<file path="src/fuse_prog_pkg.sv">
// Constants and types shared by the fuse trim programmer
package fuse_prog_pkg;

  // ----------------------------------------------------------------
  // Clock and timing
  // ----------------------------------------------------------------
  localparam int CLK_PERIOD_NS     = 20;
  localparam int TICK_NS           = 1000;
  localparam int TICK_CYCLES       = (TICK_NS + CLK_PERIOD_NS - 1) / CLK_PERIOD_NS;
  localparam int PULSE_US          = 20;
  localparam int GAP_US            = 20;
  localparam int POWER_UP_US       = 100;
  localparam int BLOW_DURATION_US  = 200;
  localparam int POST_BLOW_DELAY_US = 100;
  localparam int POWER_OFF_US      = 1000;
  localparam int CHECK_SETTLE_US   = 50;
  localparam int TIMER_W           = 16;

  // ----------------------------------------------------------------
  // Device programming keys and codes
  // ----------------------------------------------------------------
  localparam logic [3:0] KEY_TRIM_UP     = 4'h0;
  localparam logic [3:0] KEY_LOCK_CHECK  = 4'h7;
  localparam logic [6:0] BLOW_MODE_KEY   = 7'h09;
  localparam logic [6:0] CHECK_CODE_LOW  = 7'h07;
  localparam logic [6:0] CHECK_CODE_HIGH = 7'h0F;
  localparam logic [5:0] LOCK_BIT_MASK   = 6'h08;
  localparam int         FIELD_W         = 6;

  // ----------------------------------------------------------------
  // Supply pin levels
  // ----------------------------------------------------------------
  localparam logic [1:0] LVL_OFF  = 2'h0;
  localparam logic [1:0] LVL_NOM  = 2'h1;
  localparam logic [1:0] LVL_MID  = 2'h2;
  localparam logic [1:0] LVL_HIGH = 2'h3;

  // ----------------------------------------------------------------
  // APB register map
  // ----------------------------------------------------------------
  localparam logic [11:0] ADDR_CTRL   = 12'h000;
  localparam logic [11:0] ADDR_KEY    = 12'h004;
  localparam logic [11:0] ADDR_CODE   = 12'h008;
  localparam logic [11:0] ADDR_STATUS = 12'h00C;
  localparam int CTRL_START_BIT = 0;
  localparam int CTRL_OP_LSB    = 1;
  localparam int CTRL_ARM_BIT   = 4;
  localparam int CTRL_HIGH_BIT  = 5;
  localparam int ST_BUSY_BIT    = 0;
  localparam int ST_DONE_BIT    = 1;
  localparam int ST_ERROR_BIT   = 2;
  localparam int ST_MARGIN_BIT  = 3;
  localparam int ST_LOCKED_BIT  = 4;
  localparam int ST_HOLD_BIT    = 5;
  localparam int ST_BLOWN_LSB   = 8;

  // ----------------------------------------------------------------
  // Commands, stages and states
  // ----------------------------------------------------------------
  localparam logic [2:0] OP_TRY   = 3'h0;
  localparam logic [2:0] OP_BLOW  = 3'h1;
  localparam logic [2:0] OP_LOCK  = 3'h2;
  localparam logic [2:0] OP_CHECK = 3'h3;
  localparam logic [2:0] OP_OFF   = 3'h4;

  localparam logic [2:0] STG_KEY_MID   = 3'h0;
  localparam logic [2:0] STG_KEY_HIGH  = 3'h1;
  localparam logic [2:0] STG_MODE_MID  = 3'h2;
  localparam logic [2:0] STG_MODE_HIGH = 3'h3;
  localparam logic [2:0] STG_ADDR      = 3'h4;

  typedef enum logic [7:0] {
    S_IDLE     = 8'b0000_0001,
    S_POWER_UP = 8'b0000_0010,
    S_PULSE    = 8'b0000_0100,
    S_GAP      = 8'b0000_1000,
    S_BLOW     = 8'b0001_0000,
    S_POST     = 8'b0010_0000,
    S_OFF      = 8'b0100_0000,
    S_HOLD     = 8'b1000_0000
  } state_t;

endpackage : fuse_prog_pkg

</file>
<file path="src/fuse_prog_ctrl.sv">
// Programmer that drives a fuse-trimmed two-wire switch through its supply pin
`timescale 1ns/10ps
`default_nettype none

// Notes on behaviour
// Blow each set bit, supply cycled between
// Bit blow order free; lowest first here
// Blown fuses stay set forever
// More bits blowable until locked; OR result
// Lock: key 7, blow key, four pulses, blow
// Wait post-blow delay before removing supply
// Lock only after all else programmed, verified
// Fuse check key 7, try mode only
// Fuse check allowed before and after lock
// High threshold tests blown, low tests intact
// Marginal fuse raises supply current 250 uA
// Up-counting pulse raises operate point one step
// Down-counting applies inverted code to field
// Hysteresis fixed, not programmable
// Find operate point in try, then blow
// Blow key: nine mid, one high pulse
// Blow address one-hot, n pulses bit n-1
// Check code 7 low, 15 high threshold
// Locked part refuses all but fuse check
// Device counts falling pulse edges for address
module fuse_prog_ctrl #(
  parameter int PULSE_TICKS = fuse_prog_pkg::PULSE_US * 1000 / fuse_prog_pkg::TICK_NS,
  parameter int GAP_TICKS   = fuse_prog_pkg::GAP_US * 1000 / fuse_prog_pkg::TICK_NS,
  parameter int PWRUP_TICKS = fuse_prog_pkg::POWER_UP_US * 1000 / fuse_prog_pkg::TICK_NS,
  parameter int BLOW_TICKS  = fuse_prog_pkg::BLOW_DURATION_US * 1000 / fuse_prog_pkg::TICK_NS,
  parameter int POST_TICKS  = fuse_prog_pkg::POST_BLOW_DELAY_US * 1000 / fuse_prog_pkg::TICK_NS,
  parameter int OFF_TICKS   = fuse_prog_pkg::POWER_OFF_US * 1000 / fuse_prog_pkg::TICK_NS,
  parameter int SETTLE_TICKS = fuse_prog_pkg::CHECK_SETTLE_US * 1000 / fuse_prog_pkg::TICK_NS
) (
  // Clock and reset
  input  wire logic        core_clk,
  input  wire logic        rstn,
  // APB slave
  input  wire logic        psel,
  input  wire logic        penable,
  input  wire logic        pwrite,
  input  wire logic [11:0] paddr,
  input  wire logic [31:0] pwdata,
  output logic             pready,
  output logic [31:0]      prdata,
  output logic             pslverr,
  // Supply pin driver and current sense
  output logic [1:0]       supply_level,
  input  wire logic        current_step
);

  // ----------------------------------------------------------------
  // State
  // ----------------------------------------------------------------
  typedef struct packed {
    fuse_prog_pkg::state_t state;
    logic [2:0]            stage;
    logic [6:0]            left;
    logic [fuse_prog_pkg::TIMER_W-1:0] timer;
    logic [5:0]            tick_div;
    logic [2:0]            op;
    logic [3:0]            key;
    logic [5:0]            code;
    logic [5:0]            bits_todo;
    logic [2:0]            cur_bit;
    logic                  check_high;
    logic                  arm_lock;
    logic                  done;
    logic                  error;
    logic                  marginal;
    logic                  locked;
    logic [5:0]            blown;
    logic [1:0]            level;
    logic                  sense_meta;
    logic                  sense;
    logic [31:0]           rdata;
    logic                  slverr;
  } regs_t;

  regs_t r;
  regs_t next_r;

  function automatic logic [2:0] lowest_bit(input logic [5:0] v);
    logic [2:0] idx;
    idx = 3'h0;
    for (int i = fuse_prog_pkg::FIELD_W - 1; i >= 0; i--) begin
      if (v[i]) begin
        idx = 3'(i);
      end
    end
    return idx;
  endfunction : lowest_bit

  function automatic logic [15:0] ticks(input int n);
    return 16'(n);
  endfunction : ticks

  logic        tick;
  logic        expired;
  logic        busy;
  logic        setup;
  logic        blow_mode;
  logic [31:0] status;
  logic [3:0]  key_sel;

  // ----------------------------------------------------------------
  // Next state
  // ----------------------------------------------------------------
  always_comb begin
    next_r    = r;
    tick      = (r.tick_div == 6'(fuse_prog_pkg::TICK_CYCLES - 1));
    expired   = (r.timer == 16'h0000);
    busy      = (r.state != fuse_prog_pkg::S_IDLE) && (r.state != fuse_prog_pkg::S_HOLD);
    setup     = psel && !penable;
    blow_mode = (r.op == fuse_prog_pkg::OP_BLOW) || (r.op == fuse_prog_pkg::OP_LOCK);
    key_sel   = (r.op == fuse_prog_pkg::OP_LOCK || r.op == fuse_prog_pkg::OP_CHECK) ?
                fuse_prog_pkg::KEY_LOCK_CHECK : r.key;
    status    = 32'h0000_0000;
    status[fuse_prog_pkg::ST_BUSY_BIT]   = busy;
    status[fuse_prog_pkg::ST_DONE_BIT]   = r.done;
    status[fuse_prog_pkg::ST_ERROR_BIT]  = r.error;
    status[fuse_prog_pkg::ST_MARGIN_BIT] = r.marginal;
    status[fuse_prog_pkg::ST_LOCKED_BIT] = r.locked;
    status[fuse_prog_pkg::ST_HOLD_BIT]   = (r.state == fuse_prog_pkg::S_HOLD);
    status[fuse_prog_pkg::ST_BLOWN_LSB +: 6] = r.blown;

    // Current-sense pin synchroniser
    next_r.sense_meta = current_step;
    next_r.sense      = r.sense_meta;

    // Tick divider and tick timer
    next_r.tick_div = tick ? 6'h00 : 6'(r.tick_div + 6'h01);
    if (tick && !expired) begin
      next_r.timer = 16'(r.timer - 16'h0001);
    end

    unique case (r.state)
      fuse_prog_pkg::S_IDLE: begin
        next_r.level = fuse_prog_pkg::LVL_OFF;
      end
      fuse_prog_pkg::S_POWER_UP: begin
        next_r.level = fuse_prog_pkg::LVL_NOM;
        if (expired) begin
          next_r.state   = fuse_prog_pkg::S_GAP;
          next_r.stage   = fuse_prog_pkg::STG_KEY_MID;
          next_r.left    = {3'h0, key_sel};
          next_r.cur_bit = lowest_bit(r.bits_todo);
        end
      end
      fuse_prog_pkg::S_PULSE: begin
        if (expired) begin
          next_r.level    = fuse_prog_pkg::LVL_NOM;
          next_r.state    = fuse_prog_pkg::S_GAP;
          next_r.timer    = ticks(GAP_TICKS);
          next_r.tick_div = 6'h00;
        end
      end
      fuse_prog_pkg::S_GAP: begin
        if (expired) begin
          unique case (r.stage)
            fuse_prog_pkg::STG_KEY_MID, fuse_prog_pkg::STG_MODE_MID: begin
              next_r.state    = fuse_prog_pkg::S_PULSE;
              next_r.timer    = ticks(PULSE_TICKS);
              next_r.tick_div = 6'h00;
              if (r.left != 7'h00) begin
                next_r.level = fuse_prog_pkg::LVL_MID;
                next_r.left  = 7'(r.left - 7'h01);
              end else begin
                next_r.level = fuse_prog_pkg::LVL_HIGH;
                next_r.stage = 3'(r.stage + 3'h1);
              end
            end
            fuse_prog_pkg::STG_KEY_HIGH: begin
              if (blow_mode) begin
                next_r.stage = fuse_prog_pkg::STG_MODE_MID;
                next_r.left  = fuse_prog_pkg::BLOW_MODE_KEY;
              end else begin
                next_r.stage = fuse_prog_pkg::STG_ADDR;
                if (r.op == fuse_prog_pkg::OP_CHECK) begin
                  next_r.left = r.check_high ? fuse_prog_pkg::CHECK_CODE_HIGH
                                             : fuse_prog_pkg::CHECK_CODE_LOW;
                end else begin
                  next_r.left = {1'b0, r.code};
                end
              end
            end
            fuse_prog_pkg::STG_MODE_HIGH: begin
              next_r.stage = fuse_prog_pkg::STG_ADDR;
              next_r.left  = 7'({4'h0, r.cur_bit} + 7'h01);
            end
            default: begin
              next_r.tick_div = 6'h00;
              if (r.left != 7'h00) begin
                next_r.state = fuse_prog_pkg::S_PULSE;
                next_r.level = fuse_prog_pkg::LVL_MID;
                next_r.left  = 7'(r.left - 7'h01);
                next_r.timer = ticks(PULSE_TICKS);
              end else if (blow_mode) begin
                next_r.state = fuse_prog_pkg::S_BLOW;
                next_r.level = fuse_prog_pkg::LVL_HIGH;
                next_r.timer = ticks(BLOW_TICKS);
              end else begin
                next_r.state = fuse_prog_pkg::S_HOLD;
                next_r.timer = ticks(SETTLE_TICKS);
                next_r.done  = 1'b1;
              end
            end
          endcase
        end
      end
      fuse_prog_pkg::S_BLOW: begin
        if (expired) begin
          next_r.level     = fuse_prog_pkg::LVL_NOM;
          next_r.state     = fuse_prog_pkg::S_POST;
          next_r.timer     = ticks(POST_TICKS);
          next_r.tick_div  = 6'h00;
          next_r.blown     = r.blown | (6'h01 << r.cur_bit);
          next_r.bits_todo = r.bits_todo & ~(6'h01 << r.cur_bit);
          if (r.op == fuse_prog_pkg::OP_LOCK) begin
            next_r.locked = 1'b1;
          end
        end
      end
      fuse_prog_pkg::S_POST: begin
        if (expired) begin
          next_r.level    = fuse_prog_pkg::LVL_OFF;
          next_r.state    = fuse_prog_pkg::S_OFF;
          next_r.timer    = ticks(OFF_TICKS);
          next_r.tick_div = 6'h00;
        end
      end
      fuse_prog_pkg::S_OFF: begin
        next_r.level = fuse_prog_pkg::LVL_OFF;
        if (expired) begin
          if (r.bits_todo != 6'h00 && r.op == fuse_prog_pkg::OP_BLOW) begin
            next_r.state    = fuse_prog_pkg::S_POWER_UP;
            next_r.level    = fuse_prog_pkg::LVL_NOM;
            next_r.timer    = ticks(PWRUP_TICKS);
            next_r.tick_div = 6'h00;
          end else begin
            next_r.state = fuse_prog_pkg::S_IDLE;
            next_r.done  = 1'b1;
          end
        end
      end
      fuse_prog_pkg::S_HOLD: begin
        // Supply stays up so the output and current can be observed
        if (r.op == fuse_prog_pkg::OP_CHECK && expired) begin
          next_r.marginal = r.sense;
        end
      end
      default: begin
        next_r.state = fuse_prog_pkg::S_IDLE;
        next_r.level = fuse_prog_pkg::LVL_OFF;
      end
    endcase

    // ----------------------------------------------------------------
    // APB slave: read data and error taken in the setup cycle
    // ----------------------------------------------------------------
    if (setup) begin
      next_r.slverr = 1'b0;
      next_r.rdata  = 32'h0000_0000;
      unique case (paddr)
        fuse_prog_pkg::ADDR_CTRL:   next_r.rdata = {26'h000_0000, r.check_high, r.arm_lock, 1'b0, r.op};
        fuse_prog_pkg::ADDR_KEY:    next_r.rdata = {28'h000_0000, r.key};
        fuse_prog_pkg::ADDR_CODE:   next_r.rdata = {26'h000_0000, r.code};
        fuse_prog_pkg::ADDR_STATUS: next_r.rdata = status;
        default:                    next_r.slverr = 1'b1;
      endcase
    end

    if (psel && penable && pwrite) begin
      if (paddr == fuse_prog_pkg::ADDR_KEY) begin
        next_r.key = pwdata[3:0];
      end
      if (paddr == fuse_prog_pkg::ADDR_CODE) begin
        next_r.code = pwdata[5:0];
      end
      if (paddr == fuse_prog_pkg::ADDR_CTRL) begin
        next_r.arm_lock   = pwdata[fuse_prog_pkg::CTRL_ARM_BIT];
        next_r.check_high = pwdata[fuse_prog_pkg::CTRL_HIGH_BIT];
        if (pwdata[fuse_prog_pkg::CTRL_START_BIT]) begin
          if (pwdata[fuse_prog_pkg::CTRL_OP_LSB +: 3] == fuse_prog_pkg::OP_OFF) begin
            if (r.state == fuse_prog_pkg::S_HOLD) begin
              next_r.state    = fuse_prog_pkg::S_OFF;
              next_r.level    = fuse_prog_pkg::LVL_OFF;
              next_r.timer    = ticks(OFF_TICKS);
              next_r.tick_div = 6'h00;
              next_r.op       = fuse_prog_pkg::OP_OFF;
              next_r.done     = 1'b0;
            end
          end else if (r.state != fuse_prog_pkg::S_IDLE) begin
            next_r.error = 1'b1;
          end else if (r.locked && pwdata[fuse_prog_pkg::CTRL_OP_LSB +: 3] != fuse_prog_pkg::OP_CHECK) begin
            next_r.error = 1'b1;
          end else if (pwdata[fuse_prog_pkg::CTRL_OP_LSB +: 3] == fuse_prog_pkg::OP_LOCK &&
                       !pwdata[fuse_prog_pkg::CTRL_ARM_BIT]) begin
            next_r.error = 1'b1;
          end else if (pwdata[fuse_prog_pkg::CTRL_OP_LSB +: 3] == fuse_prog_pkg::OP_BLOW && r.code == 6'h00) begin
            next_r.error = 1'b1;
          end else if (pwdata[fuse_prog_pkg::CTRL_OP_LSB +: 3] > fuse_prog_pkg::OP_OFF) begin
            next_r.error = 1'b1;
          end else begin
            next_r.op        = pwdata[fuse_prog_pkg::CTRL_OP_LSB +: 3];
            next_r.bits_todo = (pwdata[fuse_prog_pkg::CTRL_OP_LSB +: 3] == fuse_prog_pkg::OP_LOCK) ?
                               fuse_prog_pkg::LOCK_BIT_MASK : r.code;
            next_r.state     = fuse_prog_pkg::S_POWER_UP;
            next_r.level     = fuse_prog_pkg::LVL_NOM;
            next_r.timer     = ticks(PWRUP_TICKS);
            next_r.tick_div  = 6'h00;
            next_r.done      = 1'b0;
            next_r.error     = 1'b0;
            next_r.marginal  = 1'b0;
          end
        end
      end
    end
  end

  // ----------------------------------------------------------------
  // Registers
  // ----------------------------------------------------------------
  always_ff @(posedge core_clk) begin
    if (!rstn) begin
      r       <= '0;
      r.state <= fuse_prog_pkg::S_IDLE;
      r.level <= fuse_prog_pkg::LVL_OFF;
      r.key   <= fuse_prog_pkg::KEY_TRIM_UP;
    end else begin
      r <= next_r;
    end
  end

  assign pready       = 1'b1;
  assign prdata       = r.rdata;
  assign pslverr      = r.slverr;
  assign supply_level = r.level;

endmodule : fuse_prog_ctrl

`default_nettype wire

</file>
<file path="config.mk">
export PLATFORM = sky130hd
export DESIGN_NAME = fuse_prog_ctrl
export DESIGN_NICKNAME = d
export VERILOG_FILES = /design/src/fuse_prog_pkg.sv /design/src/fuse_prog_ctrl.sv
export SDC_FILE = /design/constraint.sdc
export NUM_CORES = 1
export LEC_CHECK = 0
export BUFFER_PORTS_ARGS = -buffer_cell sky130_fd_sc_hd__buf_2
export CAP_MARGIN = 15
export CORE_MARGIN = 2
export CORE_UTILIZATION = 62
export CTS_CLUSTER_SIZE = 40
export DETAILED_ROUTE_END_ITERATION = 8
export PLACE_DENSITY = 0.92
export SLEW_MARGIN = 40
export SYNTH_ARGS = -nofsm -noshare
export SYNTH_HDL_FRONTEND = slang
export SYNTH_SLANG_ARGS = --single-unit
</file>
<file path="constraint.sdc">
create_clock -name core_clk -period 4.89 [get_ports core_clk]
set_input_delay 0.2445 -clock core_clk [delete_from_list [all_inputs] [get_ports core_clk]]
set_output_delay 0.2445 -clock core_clk [all_outputs]
set_load 0.01 [all_outputs]
</file>
==> qor.txt, run 1 <==
Syn Std Cell Area: 5360 um^2
WL/cell: 18.4 um
Worst-path clk slew: 100 ps
RSZ-0062 raised after global routing: no
async set-reset flop share out of synthesis: 0%
Synth area leader: dfxtp_1
Die X: 97.0 um
core footprint: 8300 um^2
share of layout cells above drive strength 1: 11.5%
initial detailed-routing violation count: 687
DRC Markers: 0
Yosys cell types: 73
mux contribution to synthesized area: 4.44%
via count: 5057
CP cell instances: inv_1 > ha_1 > nor4b_1 > nand4_1 > nor2_1 > nand3_1 > nand3_1 > a21oi_1
yosys warns: 0
IO Pins: 86
final hold vios: 0
Compound-Gate Fraction of Synth Area: 17.2%
std cell rows: 33
register area: 1820 um^2
Post-CTS Setup Bufs: 0
simple-gate portion of the synthesized area: 27.6%
CP max FO: 11
initial core utilization: 64.6%
fin crit share: 63.5%
Main synth FF type: dfxtp_1
crit path capture type: flop
Post-DP HPWL: 9.99 mm
M2 GR Usage: 46.5%
Multi-input gate area: 3100 um^2
Die Height: 97.0 um
Filler cells: 655
die area: 9410 um^2
Post-Syn Instances: 663
Leakage: 0.00210 uW
H-Tree Depth: 3
Hold WC Path Type: input pin to flop
routability-driven placement congestion ratio: 0.944
slowest cell delay on critical path: 700 ps
fin crit period: 3110 ps
Hold-fix buffers, CTS: 0
GRT Total Usage: 29.9%
number of flops mapped to enable cells by yosys: 0
final setup vio count: 0
Vias/cell: 6.54
Synth top area share: 34.0%
final instance area: 5560 um^2
initial antenna violation count: 0
grt ovf: 0
# clock sinks: 91
Root Buffer: clkbuf_8
# diodes: 0
Critical-path top delay cell: nand4_1
nets@finish: 727
largest family of logic cells by synthesized area: simple AND/OR/NAND/NOR gates
Post-CTS Resized: 0
FMAX: 0.322 GHz
flip-flop and latch count after synthesis: 91
Worst VDD drop: 0.000199 V
Setup TNS Final: 0 ps
Synth Area in XOR/XNOR: 3.92%
top cells by area, synth: dfxtp_1 (34%), nor2_1 (6.0%), buf_4 (5.0%), a21oi_1 (4.9%), ha_1 (3.3%)
skew final: 12.5 ps
Worst slew margin: 44.1%
Layout area overhead: 3.76%
CTS tree: built
maximum buffer depth of the clock tree: 2
syn_area_per_cell: 8.08 um^2
Setup CP Type: flop to flop
GR peak layer: met2
Post-Synth Adder-Cell Area: 3.27%
global-route wire length before repair: 23.3 mm
required time worst endpoint: 5140 ps
TritonCTS Buffers: 9
crit start category: flop
Final Slew Violations: 0
WL final: 14.2 mm
pwr dens: 245 nW/um^2
Area after DPL: 5340 um^2
insertion delay to the later sink of the worst-skew pair: 380 ps
Max-Cap Viols: 0
status: completed
Worst-Margin Slew: 836 ps
Seq/Total Area, Yosys: 34.0%
Port Buffer Count: 38
ANT nets after route: 0
drt first pass iters: 8
Worst Path Arrival: 3360 ps
most used cell, CP: nand3_1
pin count of the biggest net entering global routing: 48
met1 usage: 41.4%
vias in the first global route: 4750
met3 usage: 5.71%
worst max-delay path, delay by kind of cell (launching register included):
| family | cells | cell delay, ps |
|---|---|---|
| and+or+nand+nor | 5 | 2310 |
| DFF | 1 | 350 |
| adders and majority gates | 1 | 160 |
| buffers and inverters | 1 | 100 |
| AOI/OAI and AO/OA | 1 | 70 |
metrics by stage:
step	power, uW	util, %	hold slack, ps	std cells	worst slack (ps)
5_1_grt	1400	67.0	79.9	773	1720
3_3_place_gp	820	64.3	418	757	2110
4_1_cts	1360	67.0	81.2	773	1920
2_1_floorplan	815	-	372	682	2640
6_report	1360	67.0	76.3	773	1780
3_5_place_dp	822	64.3	419	757	1950
cell usage after synthesis (all sizes together), types with 7 or more instances:
cell	number
nand3	26
buf	46
and3	9
o21ai	23
clkbuf	24
mux2i	17
nand4	13
a21oi	53
dfxtp	91
nand2b	12
nor2b	7
nor4	11
xnor2	11
inv	22
ha	14
nor2	86
nor3	31
nand2	38
a22oi	11
a31oi	8
xor2	13
nand4b	7
kinds of logic (layout without fill, tap and decap cells):
family / Yosys count / count (layout)
buf+inv: 92 / 78
fa+ha+maj: 14 / 14
other cells: 2 / 21
mux: 21 / 21
simple gates: 276 / 276
compound gates: 143 / 143
xor+xnor: 24 / 24
flops: 91 / 91
power breakdown:
part	leakage, uW	switching (uW)	internal [uW]
Clock	0.000109	306	250
Sequential	0.000734	3.13	744
Combinational	0.00126	42.0	18.1
final timing paths:
path,startpoint,endpoint,slack [ps],depth (start not counted)
worst max register to register,r[77],r[56],1780,8
worst min register to register,next_r[33],r[33],440,1
worst max-delay path,r[77],r[56],1780,8
worst min-delay path,current_step,next_r[33],80,2
area by class of cell:
| cell class | instances | share of cell area, % |
|---|---|---|
| multi-input cells | 499 | 55.8 |
| flip-flops and latches | 91 | 32.8 |
| repair buffers | 40 | 3.69 |
| well taps | 105 | 2.36 |
| clock buffers | 9 | 2.23 |
| clock inverters | 7 | 1.66 |
| inverters | 22 | 1.48 |
layout by cell type, fill, tap and decap left out, types with 11 or more instances in the layout:
cell type and count:
a21oi_1 53, a22oi_1 11, buf_2 38, conb_1 21
dfxtp_1 91, ha_1 14, inv_1 22, mux2i_1 17
nand2_1 38, nand2b_1 12, nand3_1 26, nand4_1 13
nor2_1 84, nor3_1 29, o21ai_0 22, xnor2_1 11
xor2_1 13
registers in the layout (all words and copies together), names as in the netlist:
register / count
supply_level: 2
next_r: 1
pslverr: 1
r: 75
prdata: 12
routing by layer:
layer | wire length [um] | part of all wire (%) | vias up
met3 | 1400 | 9.9 | 63
met1 | 5850 | 41 | 2335
met4 | 480 | 3.4 | 0
met2 | 6470 | 46 | 324
li1 | - | - | 2335
met5 | 0 | 0 | -
No activity file was read; power rests on OpenSTA's default activity.
==> run 2: changes to the inputs <==
- CORE_UTILIZATION: 62 -> 52
- PLACE_DENSITY: 0.92 -> 0.83
- clock period: 4.89 -> 2.75 ns (I/O delays scaled with it)
==> qor.txt, run 2 (synthesis gave the netlist of run 1 again) <==
status: completed
crit start category: flop
final core utilization: 57.3%
Die Height: 106 um
initial core utilization: 52.6%
H-Tree Depth: 3
vias in the first global route: 4752
max reg flops: 75
hold path cells: 3
R2R depth: 6
slowest cell delay on critical path: 630 ps
fin crit period: 2580 ps
# clock sinks: 91
core footprint: 10200 um^2
Hold WC Path Type: input pin to flop
DRC Markers: 0
routability-driven placement congestion ratio: 0.953
drt first pass iters: 5
WL/cell: 17.2 um
Filler cells: 899
final hold vios: 0
die area: 11100 um^2
nets@finish: 754
Stages on worst setup path: 6
Worst Path Arrival: 2820 ps
Post-CTS Resized: 0
maximum buffer depth of the clock tree: 2
most frequent cells in the layout: dfxtp_1 (91), nor2_1 (86), a21oi_1 (53)
grt ovf: 0
Worst-path clk slew: 90 ps
Post-DP HPWL: 10.7 mm
Layout area overhead: 8.96%
# diodes: 0
initial detailed-routing violation count: 561
Worst VDD drop: 0.000259 V
Port Buffer Count: 38
IO Pins: 86
fin crit share: 93.6%
share of layout cells above drive strength 1: 14.5%
Worst-Margin Slew: 773 ps
GRT Total Usage: 25.6%
skew final: 18.7 ps
FMAX: 0.388 GHz
Most flops, register: r
TritonCTS Buffers: 9
Setup CP Type: flop to flop
Max-Cap Viols: 0
required time worst endpoint: 2990 ps
WL final: 14.3 mm
pin count of the biggest net entering global routing: 22
Leakage: 0.00225 uW
CTS tree: built
worst hold margin: 46.2 ps
most common cell after layout, fill and taps aside: dfxtp_1
global-route wire length before repair: 23.1 mm
Crit path max-delay family: simple AND/OR/NAND/NOR gates
Critical-path top delay cell: or4_4
std cell rows: 37
crit path capture type: flop
initial antenna violation count: 0
pwr dens: 444 nW/um^2
via count: 5080
Worst slew margin: 48.4%
Setup TNS Final: 0 ps
final setup vio count: 0
RSZ-0062 raised after global routing: no
insertion delay to the later sink of the worst-skew pair: 370 ps
ANT nets after route: 0
Buf/Inv on CP: 0
Vias/cell: 6.11
CP max FO: 13
Final Slew Violations: 0
CP cell instances: or4_4 > or2_1 > and3_4 > nor3_1 > or2_1 > nor3_1
Root Buffer: clkbuf_8
Die X: 106 um
==> run 2: per-layer routing <==
layer	part of all wire, %	global-route usage (%)
met1	43	34.7
met4	2.4	9.77
met2	47	41.8
met5	0	0
met3	7.6	2.91
==> run 2: worst min-delay path: stages <==
cell	delay, ps
buf_2	100
mux2i_1	70
nor2_1	70
==> run 2: through the flow <==
stage / instances / worst slack, ps / area (um^2) / total power (uW)
global placement: 814 / 256 / 5570 / 1460
CTS: 831 / 150 / 5840 / 2590
floorplan: 682 / 504 / 5430 / 1450
global route: 831 / 23.5 / 5840 / 2670
detailed placement: 814 / 162 / 5570 / 1470
finish: 831 / 175 / 5840 / 2590
==> run 2: where the power goes <==
part           internal (uW)  switching [uW]  leakage, uW
Combinational           35.0            76.5      0.00139
Clock                    640             512     0.000129
Sequential              1320            5.48     0.000734
Total                   2000             594      0.00225
==> run 2: final cells by class <==
| type | instances | area (um^2) | share of cell area, % |
|---|---|---|---|
| Clock inverter | 6 | 119 | 2.04 |
| Clock buffer | 10 | 138 | 2.36 |
| Timing Repair Buffer | 67 | 410 | 7.03 |
| Multi-Input combinational cell | 499 | 3100 | 53.1 |
| Inverter | 22 | 82.6 | 1.41 |
| Sequential cell | 91 | 1820 | 31.2 |
| Tap cell | 136 | 170 | 2.91 |
==> run 2: final timing paths <==
path	to	slack [ps]	startpoint
setup / recovery	r[75]	170	r[107]
hold / removal	r[63]	50	pwdata[5]
setup reg to reg	r[75]	170	r[107]
hold reg to reg	r[33]	450	next_r[33]
==> run 2: timing repair <==
item	4_1_cts	5_1_grt
buffers inserted	0	0
hold buffers	1	0
endpoints found under the hold margin	1	0
